### config.mk
export PLATFORM = sky130hd
export DESIGN_NAME = ttpu_top
export DESIGN_NICKNAME = d
export VERILOG_FILES = /design/src/core/ttpu_sync.v /design/src/core/ttpu_timer.v /design/src/core/ttpu_top.v
export VERILOG_INCLUDE_DIRS = /design/src /design/src/core
export SDC_FILE = /design/constraint.sdc
export NUM_CORES = 1
export LEC_CHECK = 0
export ABC_CLOCK_PERIOD_IN_PS = 6150
export BUFFER_PORTS_ARGS = -buffer_cell sky130_fd_sc_hd__buf_4
export CORE_ASPECT_RATIO = 1.75
export CORE_MARGIN = 1
export CORE_UTILIZATION = 54
export CTS_BUF_LIST = sky130_fd_sc_hd__clkbuf_2 sky130_fd_sc_hd__clkbuf_4 sky130_fd_sc_hd__clkbuf_8
export CTS_CLUSTER_SIZE = 28
export DETAILED_ROUTE_END_ITERATION = 6
export MAX_ROUTING_LAYER = met4
export PLACE_DENSITY = 0.88
export SYNTH_ARGS = -nofsm -noshare
export SYNTH_HDL_FRONTEND = slang
export SYNTH_SLANG_ARGS = --single-unit
export TNS_END_PERCENT = 30
### constraint.sdc
create_clock -name mclk_in -period 6.15 [get_ports mclk_in]
set_input_delay 1.5375 -clock mclk_in [delete_from_list [all_inputs] [get_ports mclk_in]]
set_output_delay 1.5375 -clock mclk_in [all_outputs]
set_load 0.1 [all_outputs]
### src/core/ttpu_regs.vh
`ifndef TTPU_REGS_VH
`define TTPU_REGS_VH

// Counter width
`define TTPU_CNT_W 16
// Timer input pins idle high through their pull-ups
`define TTPU_PIN_IDLE 1'b1
// Service slot counter: four slots per service round
`define TTPU_SLOT_W 2
`define TTPU_SLOT_LAST 2'h3
`define TTPU_SLOT_PIN0 2'h0
`define TTPU_SLOT_PIN1 2'h1
`define TTPU_SLOT_INT 2'h2
// Count and limit reset values
`define TTPU_CNT_RST 16'h0000
`define TTPU_MAX_RST 16'hffff
// Mode encoding of a pin timer
`define TTPU_MODE_W 2
`define TTPU_MODE_OFF 2'h0
`define TTPU_MODE_CONT 2'h1
`define TTPU_MODE_SINGLE 2'h2
// Clock source of a pin timer
`define TTPU_SRC_INTERNAL 1'b0
`define TTPU_SRC_PRESCALE 1'b1
// Timing: CPU clock figures
`define TTPU_CPU_MHZ 40
`define TTPU_XTAL_MHZ 10
`define TTPU_XTAL_MULT 4
`define TTPU_MAX_RESP_CYC 6
// Slow clock divider in power save
`define TTPU_SAVE_DIV_W 4
`define TTPU_SAVE_DIV 4'h7

`endif

### src/core/ttpu_sync.v
`timescale 1ns/1ps
`include "ttpu_regs.vh"
module ttpu_sync (
    // Clock and reset
    input wire mclk_in,
    input wire reset_in,
    // Async level in, synced level and rising edge out
    input wire async_in,
    output wire level_out,
    output wire rise_out
);
    reg meta_ff;
    reg sync_ff;
    reg last_ff;

    // First stage read only by the second
    always @(posedge mclk_in or posedge reset_in) begin
        if (reset_in) begin
            // Idle level, so no false edge follows reset
            meta_ff <= `TTPU_PIN_IDLE;
            sync_ff <= `TTPU_PIN_IDLE;
            last_ff <= `TTPU_PIN_IDLE;
        end else begin
            meta_ff <= async_in;
            sync_ff <= meta_ff;
            last_ff <= sync_ff;
        end
    end

    assign level_out = sync_ff;
    assign rise_out = sync_ff & ~last_ff;
endmodule // ttpu_sync

### src/core/ttpu_timer.v
`timescale 1ns/1ps
`include "ttpu_regs.vh"
module ttpu_timer #(
    parameter CNT_W = `TTPU_CNT_W
) (
    // Clock and reset
    input wire mclk_in,
    input wire reset_in,
    // Service and count qualifiers
    input wire service_in,
    input wire tick_in,
    input wire enable_in,
    input wire single_in,
    input wire alt_in,
    input wire restart_in,
    // Limits
    input wire [CNT_W-1:0] max_a_in,
    input wire [CNT_W-1:0] max_b_in,
    // State
    output reg [CNT_W-1:0] count_out,
    output reg use_b_out,
    output reg done_out,
    output reg period_end_out
);
    wire [CNT_W-1:0] limit;
    wire hit;

    assign limit = use_b_out ? max_b_in : max_a_in;
    assign hit = (count_out == limit);

    always @(posedge mclk_in or posedge reset_in) begin
        if (reset_in) begin
            count_out <= `TTPU_CNT_RST;
            use_b_out <= 1'b0;
            done_out <= 1'b0;
            period_end_out <= 1'b0;
        end else begin
            period_end_out <= 1'b0;
            if (restart_in) begin
                count_out <= `TTPU_CNT_RST;
                use_b_out <= 1'b0;
                done_out <= 1'b0;
            end else if (service_in && tick_in && enable_in &&
                         !done_out) begin
                if (hit) begin
                    // Wrap to zero; swap limits when alternating
                    count_out <= `TTPU_CNT_RST;
                    period_end_out <= 1'b1;
                    if (alt_in)
                        use_b_out <= ~use_b_out;
                    // Single shot stops after the full sequence
                    if (single_in && (!alt_in || use_b_out))
                        done_out <= 1'b1;
                end else begin
                    count_out <= count_out + {{(CNT_W-1){1'b0}}, 1'b1};
                end
            end
        end
    end
endmodule // ttpu_timer

### src/core/ttpu_top.v
`timescale 1ns/1ps
`include "ttpu_regs.vh"
module ttpu_top #(
    parameter CNT_W = `TTPU_CNT_W
) (
    // Clock and reset
    input wire mclk_in,
    input wire reset_in,
    // Power save control
    input wire power_save_in,
    input wire irq_event_in,
    // First pin timer configuration
    input wire [`TTPU_MODE_W-1:0] first_mode_in,
    input wire first_alt_in,
    input wire first_ext_clk_in,
    input wire first_src_in,
    input wire first_gate_en_in,
    input wire [CNT_W-1:0] first_max_a_in,
    input wire [CNT_W-1:0] first_max_b_in,
    // Second pin timer configuration
    input wire [`TTPU_MODE_W-1:0] second_mode_in,
    input wire second_alt_in,
    input wire second_ext_clk_in,
    input wire second_src_in,
    input wire second_gate_en_in,
    input wire [CNT_W-1:0] second_max_a_in,
    input wire [CNT_W-1:0] second_max_b_in,
    // Internal prescale timer configuration
    input wire prescale_en_in,
    input wire [CNT_W-1:0] prescale_max_in,
    // Restart strobes, one per timer
    input wire first_restart_in,
    input wire second_restart_in,
    input wire prescale_restart_in,
    // Timer pins
    input wire first_pin_timer_in,
    input wire second_pin_timer_in,
    output reg first_pin_timer_out,
    output reg second_pin_timer_out,
    // Internal results
    output reg prescale_tick_out,
    output reg dma_request_out,
    output reg slow_clock_out,
    output reg [CNT_W-1:0] first_count_out,
    output reg [CNT_W-1:0] second_count_out,
    output reg [CNT_W-1:0] prescale_count_out
);
    // Service slot, one-hot power states
    localparam ST_FULL = 2'b01;
    localparam ST_SLOW = 2'b10;
    // Derived rates kept for reference of the time base
    localparam CPU_MHZ = `TTPU_XTAL_MHZ * `TTPU_XTAL_MULT;
    localparam MAX_RATE_MHZ = CPU_MHZ / 4;

    reg [1:0] pstate_ff;
    reg [1:0] nxt_pstate;
    reg [`TTPU_SLOT_W-1:0] slot_ff;
    reg [`TTPU_SAVE_DIV_W-1:0] div_ff;
    reg step_ff;

    wire in0_lvl;
    wire in0_rise;
    wire in1_lvl;
    wire in1_rise;
    wire [CNT_W-1:0] c0;
    wire [CNT_W-1:0] c1;
    wire [CNT_W-1:0] c2;
    wire b0;
    wire b1;
    wire d0;
    wire d1;
    wire e0;
    wire e1;
    wire e2;
    wire unused_b2;
    wire unused_d2;
    wire e2_end;

    // Slot decode, shared by the three services
    function slot_is;
        input [`TTPU_SLOT_W-1:0] slot;
        input [`TTPU_SLOT_W-1:0] want;
        begin
            slot_is = (slot == want);
        end
    endfunction

    // Mode decode: off refuses counting
    function mode_runs;
        input [`TTPU_MODE_W-1:0] mode;
        begin
            mode_runs = (mode != `TTPU_MODE_OFF);
        end
    endfunction

    // Single shot stops after its last period
    function mode_single;
        input [`TTPU_MODE_W-1:0] mode;
        begin
            mode_single = (mode == `TTPU_MODE_SINGLE);
        end
    endfunction

    // Pin inputs pass two flops before use
    ttpu_sync u_sync0 (
        .mclk_in(mclk_in),
        .reset_in(reset_in),
        .async_in(first_pin_timer_in),
        .level_out(in0_lvl),
        .rise_out(in0_rise)
    );
    ttpu_sync u_sync1 (
        .mclk_in(mclk_in),
        .reset_in(reset_in),
        .async_in(second_pin_timer_in),
        .level_out(in1_lvl),
        .rise_out(in1_rise)
    );

    // Power state: any interrupt returns to full rate
    always @* begin
        nxt_pstate = pstate_ff;
        case (pstate_ff)
            ST_FULL: begin
                if (power_save_in && !irq_event_in)
                    nxt_pstate = ST_SLOW;
            end
            ST_SLOW: begin
                if (irq_event_in || !power_save_in)
                    nxt_pstate = ST_FULL;
            end
            default: begin
                nxt_pstate = ST_FULL;
            end
        endcase
    end

    // Slow clock keeps timers running, only less often
    always @(posedge mclk_in or posedge reset_in) begin
        if (reset_in) begin
            pstate_ff <= ST_FULL;
            div_ff <= {`TTPU_SAVE_DIV_W{1'b0}};
            step_ff <= 1'b1;
        end else begin
            pstate_ff <= nxt_pstate;
            if (nxt_pstate == ST_SLOW) begin
                if (div_ff == `TTPU_SAVE_DIV) begin
                    div_ff <= {`TTPU_SAVE_DIV_W{1'b0}};
                    step_ff <= 1'b1;
                end else begin
                    div_ff <= div_ff + {{(`TTPU_SAVE_DIV_W-1){1'b0}}, 1'b1};
                    step_ff <= 1'b0;
                end
            end else begin
                div_ff <= {`TTPU_SAVE_DIV_W{1'b0}};
                step_ff <= 1'b1;
            end
        end
    end

    // Round-robin slot advances on each enabled step
    always @(posedge mclk_in or posedge reset_in) begin
        if (reset_in)
            slot_ff <= {`TTPU_SLOT_W{1'b0}};
        else if (step_ff)
            slot_ff <= slot_ff + {{(`TTPU_SLOT_W-1){1'b0}}, 1'b1};
    end

    // Count enables: mode and optional gate; clock source goes to the tick
    assign e0 = mode_runs(first_mode_in) &&
                (!first_gate_en_in || in0_lvl);
    assign e1 = mode_runs(second_mode_in) &&
                (!second_gate_en_in || in1_lvl);
    assign e2 = prescale_en_in;

    // Latch external rising edges until the timer's slot
    // A fresh edge counts at once when its slot is due
    reg pend0_ff;
    reg pend1_ff;
    wire svc0;
    wire svc1;
    wire svc2;
    wire tick0;
    wire tick1;
    assign svc0 = step_ff && slot_is(slot_ff, `TTPU_SLOT_PIN0);
    assign svc1 = step_ff && slot_is(slot_ff, `TTPU_SLOT_PIN1);
    assign svc2 = step_ff && slot_is(slot_ff, `TTPU_SLOT_INT);

    always @(posedge mclk_in or posedge reset_in) begin
        if (reset_in) begin
            pend0_ff <= 1'b0;
            pend1_ff <= 1'b0;
        end else begin
            // Older edge is consumed first, a new one stays pending
            if (svc0)
                pend0_ff <= pend0_ff & in0_rise;
            else
                pend0_ff <= pend0_ff | in0_rise;
            if (svc1)
                pend1_ff <= pend1_ff & in1_rise;
            else
                pend1_ff <= pend1_ff | in1_rise;
        end
    end

    // Source select: pin clock, prescaler, or every service
    assign tick0 = first_ext_clk_in ? (pend0_ff | in0_rise) :
                   (first_src_in == `TTPU_SRC_PRESCALE) ?
                   prescale_tick_out : 1'b1;
    assign tick1 = second_ext_clk_in ? (pend1_ff | in1_rise) :
                   (second_src_in == `TTPU_SRC_PRESCALE) ?
                   prescale_tick_out : 1'b1;

    // Three counters of the same kind
    ttpu_timer #(.CNT_W(CNT_W)) u_first (
        .mclk_in(mclk_in),
        .reset_in(reset_in),
        .service_in(svc0),
        .tick_in(tick0),
        .enable_in(e0),
        .single_in(mode_single(first_mode_in)),
        .alt_in(first_alt_in),
        .restart_in(first_restart_in),
        .max_a_in(first_max_a_in),
        .max_b_in(first_max_b_in),
        .count_out(c0),
        .use_b_out(b0),
        .done_out(d0),
        .period_end_out()
    );
    ttpu_timer #(.CNT_W(CNT_W)) u_second (
        .mclk_in(mclk_in),
        .reset_in(reset_in),
        .service_in(svc1),
        .tick_in(tick1),
        .enable_in(e1),
        .single_in(mode_single(second_mode_in)),
        .alt_in(second_alt_in),
        .restart_in(second_restart_in),
        .max_a_in(second_max_a_in),
        .max_b_in(second_max_b_in),
        .count_out(c1),
        .use_b_out(b1),
        .done_out(d1),
        .period_end_out()
    );
    // Internal timer: one limit, no alternation, no pins
    ttpu_timer #(.CNT_W(CNT_W)) u_prescale (
        .mclk_in(mclk_in),
        .reset_in(reset_in),
        .service_in(svc2),
        .tick_in(1'b1),
        .enable_in(e2),
        .single_in(1'b0),
        .alt_in(1'b0),
        .restart_in(prescale_restart_in),
        .max_a_in(prescale_max_in),
        .max_b_in(prescale_max_in),
        .count_out(c2),
        .use_b_out(unused_b2),
        .done_out(unused_d2),
        .period_end_out(e2_end)
    );

    // Pin outputs: high on primary, low on secondary period
    // Edge to pin at full rate: two sync flops, up to three cycles slot wait, timer and output flops, up to seven cycles
    always @(posedge mclk_in or posedge reset_in) begin
        if (reset_in) begin
            first_pin_timer_out <= 1'b1;
            second_pin_timer_out <= 1'b1;
            prescale_tick_out <= 1'b0;
            dma_request_out <= 1'b0;
            slow_clock_out <= 1'b0;
            first_count_out <= `TTPU_CNT_RST;
            second_count_out <= `TTPU_CNT_RST;
            prescale_count_out <= `TTPU_CNT_RST;
        end else begin
            first_pin_timer_out <= first_alt_in ? ~b0 : ~d0;
            second_pin_timer_out <= second_alt_in ? ~b1 : ~d1;
            // Prescale tick held until the pin timers have been served
            if (e2_end)
                prescale_tick_out <= 1'b1;
            else if (svc1)
                prescale_tick_out <= 1'b0;
            dma_request_out <= e2_end;
            slow_clock_out <= (pstate_ff == ST_SLOW);
            first_count_out <= c0;
            second_count_out <= c1;
            prescale_count_out <= c2;
        end
    end
endmodule // ttpu_top

Word-level counts from Yosys, hierarchy flattened

Index checks and enable logic that the tools add are counted.

Add/sub/neg operators: 5
Eq/ne operators: 11
Muxes and demuxes: 47
Bitwise gates (word level): 12
Reduce and logical (&&, ||, !) cells: 45

Operators with widths:

| kind                                           | count |
|---|---|
| 2-to-1 mux 16 bit                              | 11 |
| adder 16 x 1 -> 16 bit (second input constant) | 3 |
| == test 16 bit                                 | 3 |
| 2-to-1 mux 1 bit                               | 31 |
| nonzero test 2 bit                             | 12 |
| logical AND 1 bit                              | 15 |
| AND reduction 3 bit                            | 4 |
| == test 2 bit (second input constant)          | 5 |
| logical NOT 1 bit                              | 8 |
| 2-to-1 mux 4 bit                               | 2 |
| inverter 1 bit                                 | 6 |
| logical OR 1 bit                               | 5 |
| adder 4 x 1 -> 4 bit (second input constant)   | 1 |
| bitwise AND 1 bit                              | 4 |
| == test 2 x 1 -> 1 bit (second input constant) | 2 |
| == test 4 x 3 -> 1 bit (second input constant) | 1 |
| 2-to-1 mux 2 bit                               | 2 |
| one-hot mux 2 bit (2 select lines)             | 1 |
| adder 2 x 1 -> 2 bit (second input constant)   | 1 |
| logical NOT 2 bit                              | 1 |
| OR 1 bit                                       | 2 |

Register bits after elaboration: 123
Input bits: 102
Output and inout bits: 53
Word-level logic and storage cells: 148

Logic depth before layout (Yosys ltp)

Gate-level depths: netlist of the first run.

Depth in word-level cells: 9
Mapped depth: 9
Depth with buffers taken out: 8

By module

From an unflattened synthesis of the first run, not the netlist that was laid out.

Cell total of the unflattened synthesis: 527
Area, all modules: 6069.6 µm²

By module, submodules not included:

| module     | instances | cells an instance | area each (µm²) |
|---|---|---|---|
| ttpu_timer | 3         | 130               | 1290.0 |
| ttpu_top   | 1         | 127               | 2006.9 |
| ttpu_sync  | 2         | 5                 | 96.3 |

Worst setup path before layout of the first run

No wires, ideal clock.

Kind: input-to-reg
Start point: in second_max_b_in[9]
End point: reg u_second.use_b_out
Library setup time: 0.077 ns
Arrival: 2.820 ns
Setup slack: 3.252 ns
Cell stages on the path: 6
Buffers on the path: 0
Cells stage by stage: mux2i_1 -> xnor2_1 -> nor4_1 -> nand4_1 -> or4_1 -> a21oi_1

Word-level cells in the longest chain between the ends: 4

RTL lines:

| what                          | RTL line        | RTL |
|---|---|---|
| start: declaration            | ttpu_top.v:27   | `input wire [CNT_W-1:0] second_max_b_in,` |
| 2-to-1 mux 16 bit             | ttpu_timer.v:28 | `assign limit = use_b_out ? max_b_in : max_a_in;` |
| == test 16 bit                | ttpu_timer.v:29 | `assign hit = (count_out == limit);` |
| nonzero test 2 bit (no line)  | n/a             |  |
| AND reduction 3 bit (no line) | n/a             |  |
| end signal: assignment        | ttpu_timer.v:50 | `use_b_out <= ~use_b_out;` |
| end: declaration              | ttpu_timer.v:21 | `output reg use_b_out,` |

No other way between the ends.
A chain may end at the register's enable or synchronous reset.

Final worst setup path of the first run

Start point: in first_max_b_in[7]
End point: reg u_first.count_out[3]

Word-level cells in the longest chain between the ends: 5

RTL lines:

| what                   | RTL line        | RTL |
|---|---|---|
| start: declaration     | ttpu_top.v:19   | `input wire [CNT_W-1:0] first_max_b_in,` |
| 2-to-1 mux 16 bit      | ttpu_timer.v:28 |  |
| == test 16 bit         | ttpu_timer.v:29 |  |
| 2-to-1 mux 16 bit      | ttpu_timer.v:45 | `if (hit) begin` |
| 2-to-1 mux 16 bit      | ttpu_timer.v:43 | `end else if (service_in && tick_in && enable_in &&` |
| 2-to-1 mux 16 bit      | ttpu_timer.v:39 | `if (restart_in) begin` |
| end signal: assignment | ttpu_timer.v:33 | `` count_out <= `TTPU_CNT_RST; `` |
| end signal: assignment | ttpu_timer.v:40 | `` count_out <= `TTPU_CNT_RST; `` |
| end signal: assignment | ttpu_timer.v:47 | `` count_out <= `TTPU_CNT_RST; `` |
| end: declaration       | ttpu_timer.v:20 | `output reg [CNT_W-1:0] count_out,` |

No other way between the ends. The select of a mux whose other input is x is not followed.

==> flow_summary.yaml, run 1 <==
logic_synthesis:
  synth_seq_area_share: 0.548
  synth_edf_count: 0
  syn_nets: 616
  synth_cell_types: 36
  netlist_top_cells_area: "dfrtp_1 50%, xnor2_1 10%, mux2i_1 6.0%"
  netlist_area_um2: 5640
  synthTopCellsByCount: "113 x dfrtp_1, 65 x xnor2_1, 57 x nor2_1"
  yosys_warnings: 0
  synth_top_area_share: 0.501
  postSynthAreaPerCell_um2: 11.2
  synth.most_common_cell: "dfrtp_1"
  ys_ff_latch: 123
  syn_inst: 505
  synthArstFlopShare: 1.00
  synth_ff_type: "dfrtp_1"
  synth_top_area_cell: "dfrtp_1"
global_route:
  grt_pass1_vias: 4454
  grt_pass1_wl_mm: 21.4
  grtUsageTotal: 0.273
  overflow: 0
  antenna_found_initial: 0
  grt_start_max_net_pins: 88
detailed_routing:
  wl_met1_mm: 4.76
  ant_nets: 0
  drc_errors: 0
  avgRoutedWirePerCell_um: 16.7
  dr_wl_met3_um: 679
  viasPerCell: 5.43
  drt_iter0_drc: 237
  wirelength_mm: 13.4
  top_layer_used: "met4"
  drt_pass1_iterations: 4
  dr_wl_met2_mm: 7.68
  num_vias: 4372
timing:
  layout_min_cycle_time_ns: 3.50
  fin_worst_skew_ns: 0.0114
  maxSlewHeadroom: 0.200
  setup_violations: 0
  fin_tns_setup_ns: 0
  rsz0062_at_grt: "false"
  fmax_mhz: 285
  hold_viol: 0
  worst_pin_slew_ns: 1.20
  finalCritPeriodShare: 0.570
  drv_slew: 0
placed_design:
  place_congestion: 0.871
  portBuffers: 154
  dpl.hpwl_mm: 9.94
  numPlacedInstances: 773
critical_path:
  cp-end-kind: "flip-flop"
  worstReg2RegEnd: "u_first.count_out[3]$_DFFE_PP0P_"
  path_class: "in -> reg"
  start_kind: "primary input"
  worstPathRequired_ns: 6.43
  ff2ff_setup_slack_ns: 2.71
  r2r-start: "u_first.use_b_out$_DFFE_PP0P_"
  critPathMaxFanout: 13
  arrival_ns: 3.79
  worst-r2r-cell-count: 6
floorplanning:
  initial_core_util: 0.551
  boundaryPins: 155
  die_h_um: 137
  std_cell_rows: 49
  core-area_um2: 10200
  dieWidth_um: 79.3
  dieArea_um2: 10900
power:
  leakage_nw: 3.35
  pwr-share-comb: 0.170
  p_sw_frac: 0.295
  p_per_area_nw_per_um2: 259
  ir_drop_uv: 202
  clock_power_share: 0.355
  intPower_mw: 1.33
  sequentialPowerShare: 0.475
  p_sw_mw: 0.555
cells_and_area:
  fin_cells: 805
  fin_nets: 776
  fill_cells: 709
  drive_above_1_share: 0.295
  syn2layout_area_growth_pct: 28.5
  antenna_cells: 0
min_path:
  min-delay-start: "u_sync1.meta_ff$_DFF_PP1_"
  worstHoldEndpoint: "u_sync1.level_out$_DFF_PP1_"
  worstHoldPathCells: 0
  hp-class: "reg -> reg"
clock_tree:
  cts-root-buf: "clkbuf_8"
  cts_buffer_depth: 2
  numCtsBuffers: 17
  cts.htree.levels: 4
  cts_tree: "done"
  cts_hold_buf: 0
  clk_latency_ns: 0.44
  path_clk_slew_ns: 0.07
  cts_sinks: 123
  post_cts_buffers: 0
  cts_resized: 0
status:
  status: "finished, final reports clean"
flow_run:
  cap_violations: 0
## power by group through the flow
| stage | registers [mW] | logic [mW] | clock network (mW) |
|---|---|---|---|
| floorplan | 0.947 | 0.167 | 0 |
| global placement | 0.905 | 0.305 | 0 |
| detailed placement | 0.908 | 0.322 | 0 |
| CTS | 0.893 | 0.323 | 0.673 |
| global route | 0.900 | 0.352 | 0.714 |
| finish | 0.894 | 0.320 | 0.667 |
## worst max-delay path, cell delays in order
cell and delay, ns:
buf_4 0.11, mux2i_1 0.16, xnor2_1 0.10, nor4_1 0.50, nand4_1 0.41, o21bai_1 0.85
nor2_1 0.13
## state kept, by name, indices dropped and copies added (netlist names), 2 cells and up
signal	flops
prescale_count_out	16
u_prescale.count_out	16
div_ff	4
pstate_ff	2
second_count_out	16
slot_ff	2
u_second.count_out	16
u_first.count_out	16
first_count_out	16
## kinds of logic after synthesis
family | after synthesis | synth area share
AOI/OAI and AO/OA | 45 | 0.0486
xor gates and xnor gates | 91 | 0.141
adders and majority gates | 9 | 0.0200
buffers and inverters | 26 | 0.0235
DFF | 123 | 0.548
muxes | 34 | 0.0603
and+or+nand+nor | 177 | 0.158
## metrics by stage
| stage | hold WS, ns | utilization | total power [mW] | instance area (µm²) | setup WS [ns] |
|---|---|---|---|---|---|
| CTS | 0.358 | 0.708 | 1.89 | 7250 | 2.68 |
| global route | 0.362 | 0.708 | 1.97 | 7250 | 2.44 |
| detailed placement | 0.348 | 0.672 | 1.23 | 6880 | 2.22 |
| floorplan | 0.345 | - | 1.11 | 5640 | 1.36 |
| global placement | 0.347 | 0.672 | 1.21 | 6880 | 2.26 |
| finish | 0.356 | 0.708 | 1.88 | 7250 | 2.65 |
## placed cells by master (no fill, tap or decap), types with 2 or more instances in the layout
master,Yosys,routed
buf_4,2,155
dfrtp_1,113,113
xnor2_1,65,65
nor2_1,57,57
mux2i_1,34,34
xor2_1,26,26
nand2_1,26,26
clkbuf_8,0,19
a21oi_1,17,17
nand3_1,16,16
nor3_1,15,15
nor4_1,13,13
nand4_1,11,11
o21ai_0,11,11
inv_1,12,11
nor3b_1,10,10
dfstp_2,10,10
ha_1,9,9
nor2b_1,7,7
and3_1,6,6
clkinvlp_4,0,5
o211ai_1,4,4
nand2b_1,4,4
nor4b_1,4,4
clkinv_2,0,4
o21bai_1,3,3
and4_1,3,3
and2_1,3,3
a31oi_1,2,2
o31ai_1,2,2
or4_1,2,2
o21ba_2,2,2
a22o_1,2,2
clkbuf_4,0,2
## worst max path at each step
stage                      startpoint                                to  slack (ns)  cells after the start
finish              first_max_b_in[7]  u_first.count_out[3]$_DFFE_PP0P_        2.65                      7
global route        first_max_b_in[7]  u_first.count_out[5]$_DFFE_PP0P_        2.44                      7
CTS                 first_max_b_in[7]  u_first.count_out[5]$_DFFE_PP0P_        2.68                      7
detailed placement  first_max_b_in[7]  u_first.count_out[3]$_DFFE_PP0P_        2.22                      7
global placement    first_max_b_in[7]  u_first.count_out[3]$_DFFE_PP0P_        2.26                      7
floorplan                    reset_in               div_ff[0]$_DFF_PP0_        1.36                      1
## layer usage
metal  vias up  track usage
met2       180        0.490
met3        26       0.0623
li1       2043            -
met4         0        0.112
met5         -            -
met1      2123        0.283
## final cells by class
| class | count | area [µm²] | share of cell area |
|---|---|---|---|
| flip-flops and latches | 123 | 3090 | 0.426 |
| multi-input cells | 356 | 2420 | 0.333 |
| repair buffers | 155 | 1160 | 0.160 |
| clock buffers | 21 | 277 | 0.0381 |
| well taps | 127 | 159 | 0.0219 |
| clock inverters | 11 | 96.3 | 0.0133 |
| inverters | 12 | 47.5 | 0.00656 |
(Power assumes the default switching activity.)
==> run 2, diff against run 1 <==
--- a/config.mk
+++ b/config.mk
@@ -6,16 +6,17 @@
 export SDC_FILE = /design/constraint.sdc
 export NUM_CORES = 1
 export LEC_CHECK = 0
-export ABC_CLOCK_PERIOD_IN_PS = 6150
+export ABC_AREA = 1
+export ABC_CLOCK_PERIOD_IN_PS = 3260
 export BUFFER_PORTS_ARGS = -buffer_cell sky130_fd_sc_hd__buf_4
 export CORE_ASPECT_RATIO = 1.75
 export CORE_MARGIN = 1
-export CORE_UTILIZATION = 54
+export CORE_UTILIZATION = 57
 export CTS_BUF_LIST = sky130_fd_sc_hd__clkbuf_2 sky130_fd_sc_hd__clkbuf_4 sky130_fd_sc_hd__clkbuf_8
 export CTS_CLUSTER_SIZE = 28
 export DETAILED_ROUTE_END_ITERATION = 6
 export MAX_ROUTING_LAYER = met4
-export PLACE_DENSITY = 0.88
+export PLACE_DENSITY = 0.89
 export SYNTH_ARGS = -nofsm -noshare
 export SYNTH_HDL_FRONTEND = slang
 export SYNTH_SLANG_ARGS = --single-unit
==> constraint.sdc (replaced) <==
create_clock -name mclk_in -period 3.26 [get_ports mclk_in]
set_input_delay 0.815 -clock mclk_in [delete_from_list [all_inputs] [get_ports mclk_in]]
set_output_delay 0.815 -clock mclk_in [all_outputs]
set_load 0.1 [all_outputs]
==> run 2 against run 1 <==
Combinational power increased to 3.2 times the previous value. Non-clock buffer count grew 8. Sequential share of layout area shrank 6.9 points. Synthesized cell count increased by 85%. Routed wire length is 35% higher. Sequential cell count did not move. Critical path depth increased by 5. Clock skew up 0.0047 ns. Setup slack got worse by 1.7 ns. Critical path type is now reg -> reg. Critical endpoint is now u_first.use_b_out$_DFFE_PP0P_.
==> flow_summary.yaml, run 2 <==
clock_tree:
  cts_sinks: 123
  cts-root-buf: "clkbuf_8"
  numCtsBuffers: 17
  cts_buffer_depth: 2
  clk_latency_ns: 0.44
  cts_hold_buf: 0
  cts_tree: "done"
  post_cts_buffers: 0
  cts.htree.levels: 4
  path_clk_slew_ns: 0.07
  cts_resized: 0
critical_path:
  arrival_ns: 2.59
  critPathMaxFanout: 15
  worstPathRequired_ns: 3.59
  start_kind: "flip-flop"
  path_class: "reg -> reg"
  ff2ff_setup_slack_ns: 0.99
  cp-end-kind: "flip-flop"
logic_synthesis:
  synth_cell_types: 32
  yosys_warnings: 0
  netlist_top_cells_area: "dfrtp_1 41%, nand2_1 17%, nand3_1 6.6%"
  synth_top_area_cell: "dfrtp_1"
  syn_nets: 1046
  synthArstFlopShare: 1.00
  ys_ff_latch: 123
  synth_top_area_share: 0.408
  netlist_area_um2: 6930
  synth_edf_count: 0
  syn_inst: 935
  synth_seq_area_share: 0.446
  synthTopCellsByCount: "319 x nand2_1, 121 x inv_1, 113 x dfrtp_1"
  postSynthAreaPerCell_um2: 7.41
  synth_ff_type: "dfrtp_1"
  synth.most_common_cell: "nand2_1"
detailed_routing:
  wirelength_mm: 18.1
  drc_errors: 0
  drt_iter0_drc: 383
  drt_pass1_iterations: 5
  avgRoutedWirePerCell_um: 14.6
  viasPerCell: 5.42
  ant_nets: 0
  num_vias: 6715
power:
  leakage_nw: 4.67
  p_per_area_nw_per_um2: 510
  ir_drop_uv: 293
floorplanning:
  initial_core_util: 0.591
  die_h_um: 148
  boundaryPins: 155
  dieArea_um2: 12600
  dieWidth_um: 85.3
  std_cell_rows: 52
  core-area_um2: 11700
timing:
  fin_tns_setup_ns: 0
  fin_worst_skew_ns: 0.0161
  hold_viol: 0
  layout_min_cycle_time_ns: 2.27
  fin_ws_ns: 0.993
  maxSlewHeadroom: 0.569
  finalCritPeriodShare: 0.695
  setup_violations: 0
  drv_slew: 0
  worst_pin_slew_ns: 0.645
  fmax_mhz: 441
  rsz0062_at_grt: "false"
global_route:
  overflow: 0
  grtUsageTotal: 0.309
  grt_pass1_vias: 6483
  grt_pass1_wl_mm: 29.5
  grt_start_max_net_pins: 44
  antenna_found_initial: 0
flow_run:
  cap_violations: 0
cells_and_area:
  fin_nets: 1201
  final_common_cell: "nand2_1"
  drive_above_1_share: 0.204
  syn2layout_area_growth_pct: 24.8
  fin_cells: 1238
  final_cell_mix: "319 x nand2_1, 161 x buf_4, 120 x inv_1"
  antenna_cells: 0
placed_design:
  place_ws_ns: 0.829
  portBuffers: 154
  numPlacedInstances: 1206
  place_congestion: 0.950
  dpl.hpwl_mm: 13.6
status:
  status: "finished, final reports clean"
min_path:
  hp-class: "reg -> reg"
[run 2: final timing paths]
path | start | end | cells past startpoint
max reg2reg | u_first.use_b_out$_DFFE_PP0P_ | u_first.use_b_out$_DFFE_PP0P_ | 12
min reg2reg | u_sync0.meta_ff$_DFF_PP1_ | u_sync0.level_out$_DFF_PP1_ | 0
min | u_sync0.meta_ff$_DFF_PP1_ | u_sync0.level_out$_DFF_PP1_ | 0
min in group asynchronous | reset_in | prescale_count_out[4]$_DFF_PP0_ | 2
max | u_first.use_b_out$_DFFE_PP0P_ | u_first.use_b_out$_DFFE_PP0P_ | 12
max in group asynchronous | reset_in | u_sync0.last_ff$_DFF_PP1_ | 3
[run 2: where the power goes]
part	switching, mW	internal, mW
logic	0.700	0.315
clock network	0.617	0.992
registers	0.128	1.66
[run 2: per-stage QoR]
stage	hold slack [ns]	utilization	power, mW	instance area (µm²)
3_5_place_dp	0.347	0.697	2.82	8160
3_3_place_gp	0.347	0.697	2.78	8160
6_report	0.359	0.738	4.41	8640
5_1_grt	0.358	0.738	4.59	8640
2_1_floorplan	0.345	-	2.49	6930
4_1_cts	0.359	0.738	4.42	8640
[run 2: kinds of logic (layout without fill, tap and decap cells)]
kind of cell | after synthesis | count (layout) | share of synthesized area
flip-flops | 123 | 123 | 0.446
AND/OR/NAND/NOR | 563 | 563 | 0.354
buffers and inverters | 152 | 320 | 0.0950
XOR/XNOR | 44 | 44 | 0.0556
adder cells (fa/ha/maj) | 9 | 9 | 0.0163
AO/OA/AOI/OAI | 44 | 44 | 0.0329
[run 2: cell type report]
type | count | area, µm²
clock buffer | 22 | 290
sequential | 123 | 3090
timing repair buffer | 163 | 1250
tap | 135 | 169
inverter | 125 | 478
clock inverter | 10 | 189
fill | 881 | 3070
multi-input combinational | 660 | 3180
[run 2: critical path: stages (launching register included)]
cell     delay (ns)
dfrtp_1        0.61
buf_4          0.28
nand2_1        0.08
nand3_1        0.08
nand2_1        0.09
nor2_1         0.10
nand2_1        0.08
nor2_1         0.13
nand2_1        0.26
nand2_2        0.25
nand2_1        0.07
nand2_1        0.07
nand2_1        0.05
[run 2: routing by layer]
layer  up-vias  global-route usage  wire length (µm)
met5         -                   -                 0
met4         0               0.168               756
met3        77              0.0547              1120
met2       307               0.554              9840
met1      3066               0.315              6420
li1       3265                   -                 -
==> run 3, diff against run 2 <==
--- a/config.mk
+++ b/config.mk
@@ -6,17 +6,17 @@
 export SDC_FILE = /design/constraint.sdc
 export NUM_CORES = 1
 export LEC_CHECK = 0
-export ABC_AREA = 1
-export ABC_CLOCK_PERIOD_IN_PS = 3260
+export ABC_AREA = 0
+export ABC_CLOCK_PERIOD_IN_PS = 2300
 export BUFFER_PORTS_ARGS = -buffer_cell sky130_fd_sc_hd__buf_4
 export CORE_ASPECT_RATIO = 1.75
 export CORE_MARGIN = 1
-export CORE_UTILIZATION = 57
+export CORE_UTILIZATION = 54
 export CTS_BUF_LIST = sky130_fd_sc_hd__clkbuf_2 sky130_fd_sc_hd__clkbuf_4 sky130_fd_sc_hd__clkbuf_8
 export CTS_CLUSTER_SIZE = 28
 export DETAILED_ROUTE_END_ITERATION = 6
 export MAX_ROUTING_LAYER = met4
-export PLACE_DENSITY = 0.89
+export PLACE_DENSITY = 0.88
 export SYNTH_ARGS = -nofsm -noshare
 export SYNTH_HDL_FRONTEND = slang
 export SYNTH_SLANG_ARGS = --single-unit
==> constraint.sdc (replaced) <==
create_clock -name mclk_in -period 2.3 [get_ports mclk_in]
set_input_delay 0.575 -clock mclk_in [delete_from_list [all_inputs] [get_ports mclk_in]]
set_output_delay 0.575 -clock mclk_in [all_outputs]
set_load 0.1 [all_outputs]
==> run 3 against run 2 <==
Setup slack worse by 0.97 ns. Sequential cell count is the same. Clock skew shrank 0.0045 ns. Via count shrank 33%. Power increased by 21%. Design area fell by 13%. First-iteration DRC count shrank 42%. Die area fell by 14%.
==> flow_summary.yaml, run 3 (synthesis results as in run 1) <==
flow_run:
  cap_violations: 0
detailed_routing:
  avgRoutedWirePerCell_um: 16.8
  viasPerCell: 5.44
  drc_errors: 0
  num_vias: 4481
  drt_pass1_iterations: 7
  wirelength_mm: 13.8
  drt_iter0_drc: 224
  ant_nets: 0
floorplanning:
  die_h_um: 137
  boundaryPins: 155
  std_cell_rows: 49
  core-area_um2: 10200
  dieWidth_um: 79.3
  initial_core_util: 0.551
  dieArea_um2: 10900
power:
  ir_drop_uv: 634
  clock_power_share: 0.377
  sequentialPowerShare: 0.449
  pwr-share-comb: 0.174
  intPower_mw: 3.83
  leakage_nw: 3.47
  p_sw_frac: 0.281
  p_per_area_nw_per_um2: 704
  p_sw_mw: 1.49
critical_path:
  slowest_stage: "or4_1"
  crit_chain: "buf_12 -> mux2i_4 -> xnor2_2 -> nor4_1 -> nand4_1 -> or4_1 -> a21oi_2"
  start_kind: "flip-flop"
  arrival_ns: 2.62
  critPathMaxFanout: 13
  worst_path_largest_cell_delay_ns: 0.47
  cp-end-kind: "flip-flop"
  path_class: "reg -> reg"
  worstPathRequired_ns: 2.65
global_route:
  grt_pass1_wl_mm: 21.8
  grtUsageTotal: 0.277
  overflow: 0
  grt_start_max_net_pins: 124
  antenna_found_initial: 0
  grt_pass1_vias: 4753
cells_and_area:
  fin_nets: 794
  antenna_cells: 0
  final_cell_mix: "169 x buf_4, 112 x dfrtp_1, 64 x xnor2_1"
  fin_cells: 823
  final_common_cell: "buf_4"
  syn2layout_area_growth_pct: 34.0
  drive_above_1_share: 0.332
  fill_cells: 696
clock_tree:
  numCtsBuffers: 17
  clk_latency_ns: 0.43
  cts.htree.levels: 4
  cts_buffer_depth: 2
  cts_tree: "done"
  cts_hold_buf: 0
  path_clk_slew_ns: 0.08
  cts-root-buf: "clkbuf_8"
  cts_sinks: 123
timing:
  setup_violations: 0
  drv_slew: 0
  hold_viol: 0
  fmax_mhz: 439
  worst_pin_slew_ns: 0.651
  maxSlewHeadroom: 0.566
  fin_tns_setup_ns: 0
  finalCritPeriodShare: 0.990
  layout_min_cycle_time_ns: 2.28
  fin_worst_skew_ns: 0.0116
  rsz0062_at_grt: "true"
min_path:
  hp-class: "in -> reg"
status:
  status: "finished, final reports clean"
placed_design:
  dpl.hpwl_mm: 10.1
  portBuffers: 154
  place_congestion: 0.895
  numPlacedInstances: 789
==> run 3: final timing paths <==
check	start	end	slack [ns]	cells past startpoint
worst max-delay path	u_first.use_b_out$_DFFE_PP0P_	u_first.use_b_out$_DFFE_PP0P_	0.02	7
worst min-delay path	first_pin_timer_in	u_sync0.meta_ff$_DFF_PP1_	0.25	1
worst max register to register	u_first.use_b_out$_DFFE_PP0P_	u_first.use_b_out$_DFFE_PP0P_	0.02	7
worst min register to register	u_sync1.meta_ff$_DFF_PP1_	u_sync1.level_out$_DFF_PP1_	0.36	0
max in group asynchronous	reset_in	u_first.use_b_out$_DFFE_PP0P_	1.47	3
min in group asynchronous	reset_in	prescale_count_out[8]$_DFF_PP0_	0.31	3
==> run 3: per-stage QoR <==
| stage | area (µm²) | hold slack (ns) | power (mW) | util | setup slack [ns] |
|---|---|---|---|---|---|
| 3_3_place_gp | 7040 | 0.347 | 3.28 | 0.687 | -0.0541 |
| 3_5_place_dp | 7040 | 0.349 | 3.33 | 0.687 | -0.102 |
| 6_report | 7560 | 0.247 | 5.32 | 0.738 | 0.0229 |
| 4_1_cts | 7480 | 0.228 | 5.34 | 0.730 | 0.00467 |
| 2_1_floorplan | 5640 | 0.345 | 2.98 | - | 0.110 |
| 5_1_grt | 7560 | 0.222 | 5.55 | 0.738 | -0.107 |
==> run 3: layout make-up <==
type / count / area (µm²) / share of cell area
clock buffer: 21 / 283 / 0.0374
clock inverter: 11 / 143 / 0.0189
inverter: 12 / 48.8 / 0.00646
multi-input combinational: 356 / 2490 / 0.330
sequential: 123 / 3090 / 0.409
tap: 127 / 159 / 0.0210
timing repair buffer: 173 / 1340 / 0.177
==> run 3: power by group through the flow <==
| stage | sequential (mW) | combinational, mW | clock [mW] |
|---|---|---|---|
| 6_report | 2.39 | 0.926 | 2.00 |
| 5_1_grt | 2.40 | 1.01 | 2.14 |
| 4_1_cts | 2.39 | 0.916 | 2.03 |
| 3_5_place_dp | 2.43 | 0.905 | 0 |
| 3_3_place_gp | 2.42 | 0.856 | 0 |
| 2_1_floorplan | 2.53 | 0.446 | 0 |
==> run 3: metal layers <==
| metal | up-vias | global-route usage | part of all wire |
|---|---|---|---|
| li1 | 2079 | - | - |
| met1 | 2198 | 0.273 | 0.35 |
| met2 | 169 | 0.509 | 0.57 |
| met3 | 35 | 0.0609 | 0.052 |
| met4 | 0 | 0.126 | 0.027 |
| met5 | - | - | 0 |
==> run 3: what timing repair did <==
| action | CTS | global route |
|---|---|---|
| gates resized for setup | 2 | 13 |
| setup buffers | 1 | 1 |
| endpoints found under the setup margin | 15 | 29 |
| pin swaps | 2 | 2 |
| hold endpoints to repair | 0 | 0 |
==> run 3: critical path, delay by kind of cell (launching register included) <==
| family | cells | cell delay, ns |
|---|---|---|
| buf+inv | 1 | 0.19 |
| flops | 1 | 0.46 |
| simple gates | 3 | 1.04 |
| compound gates | 1 | 0.16 |
| xor+xnor | 1 | 0.09 |
| mux | 1 | 0.26 |
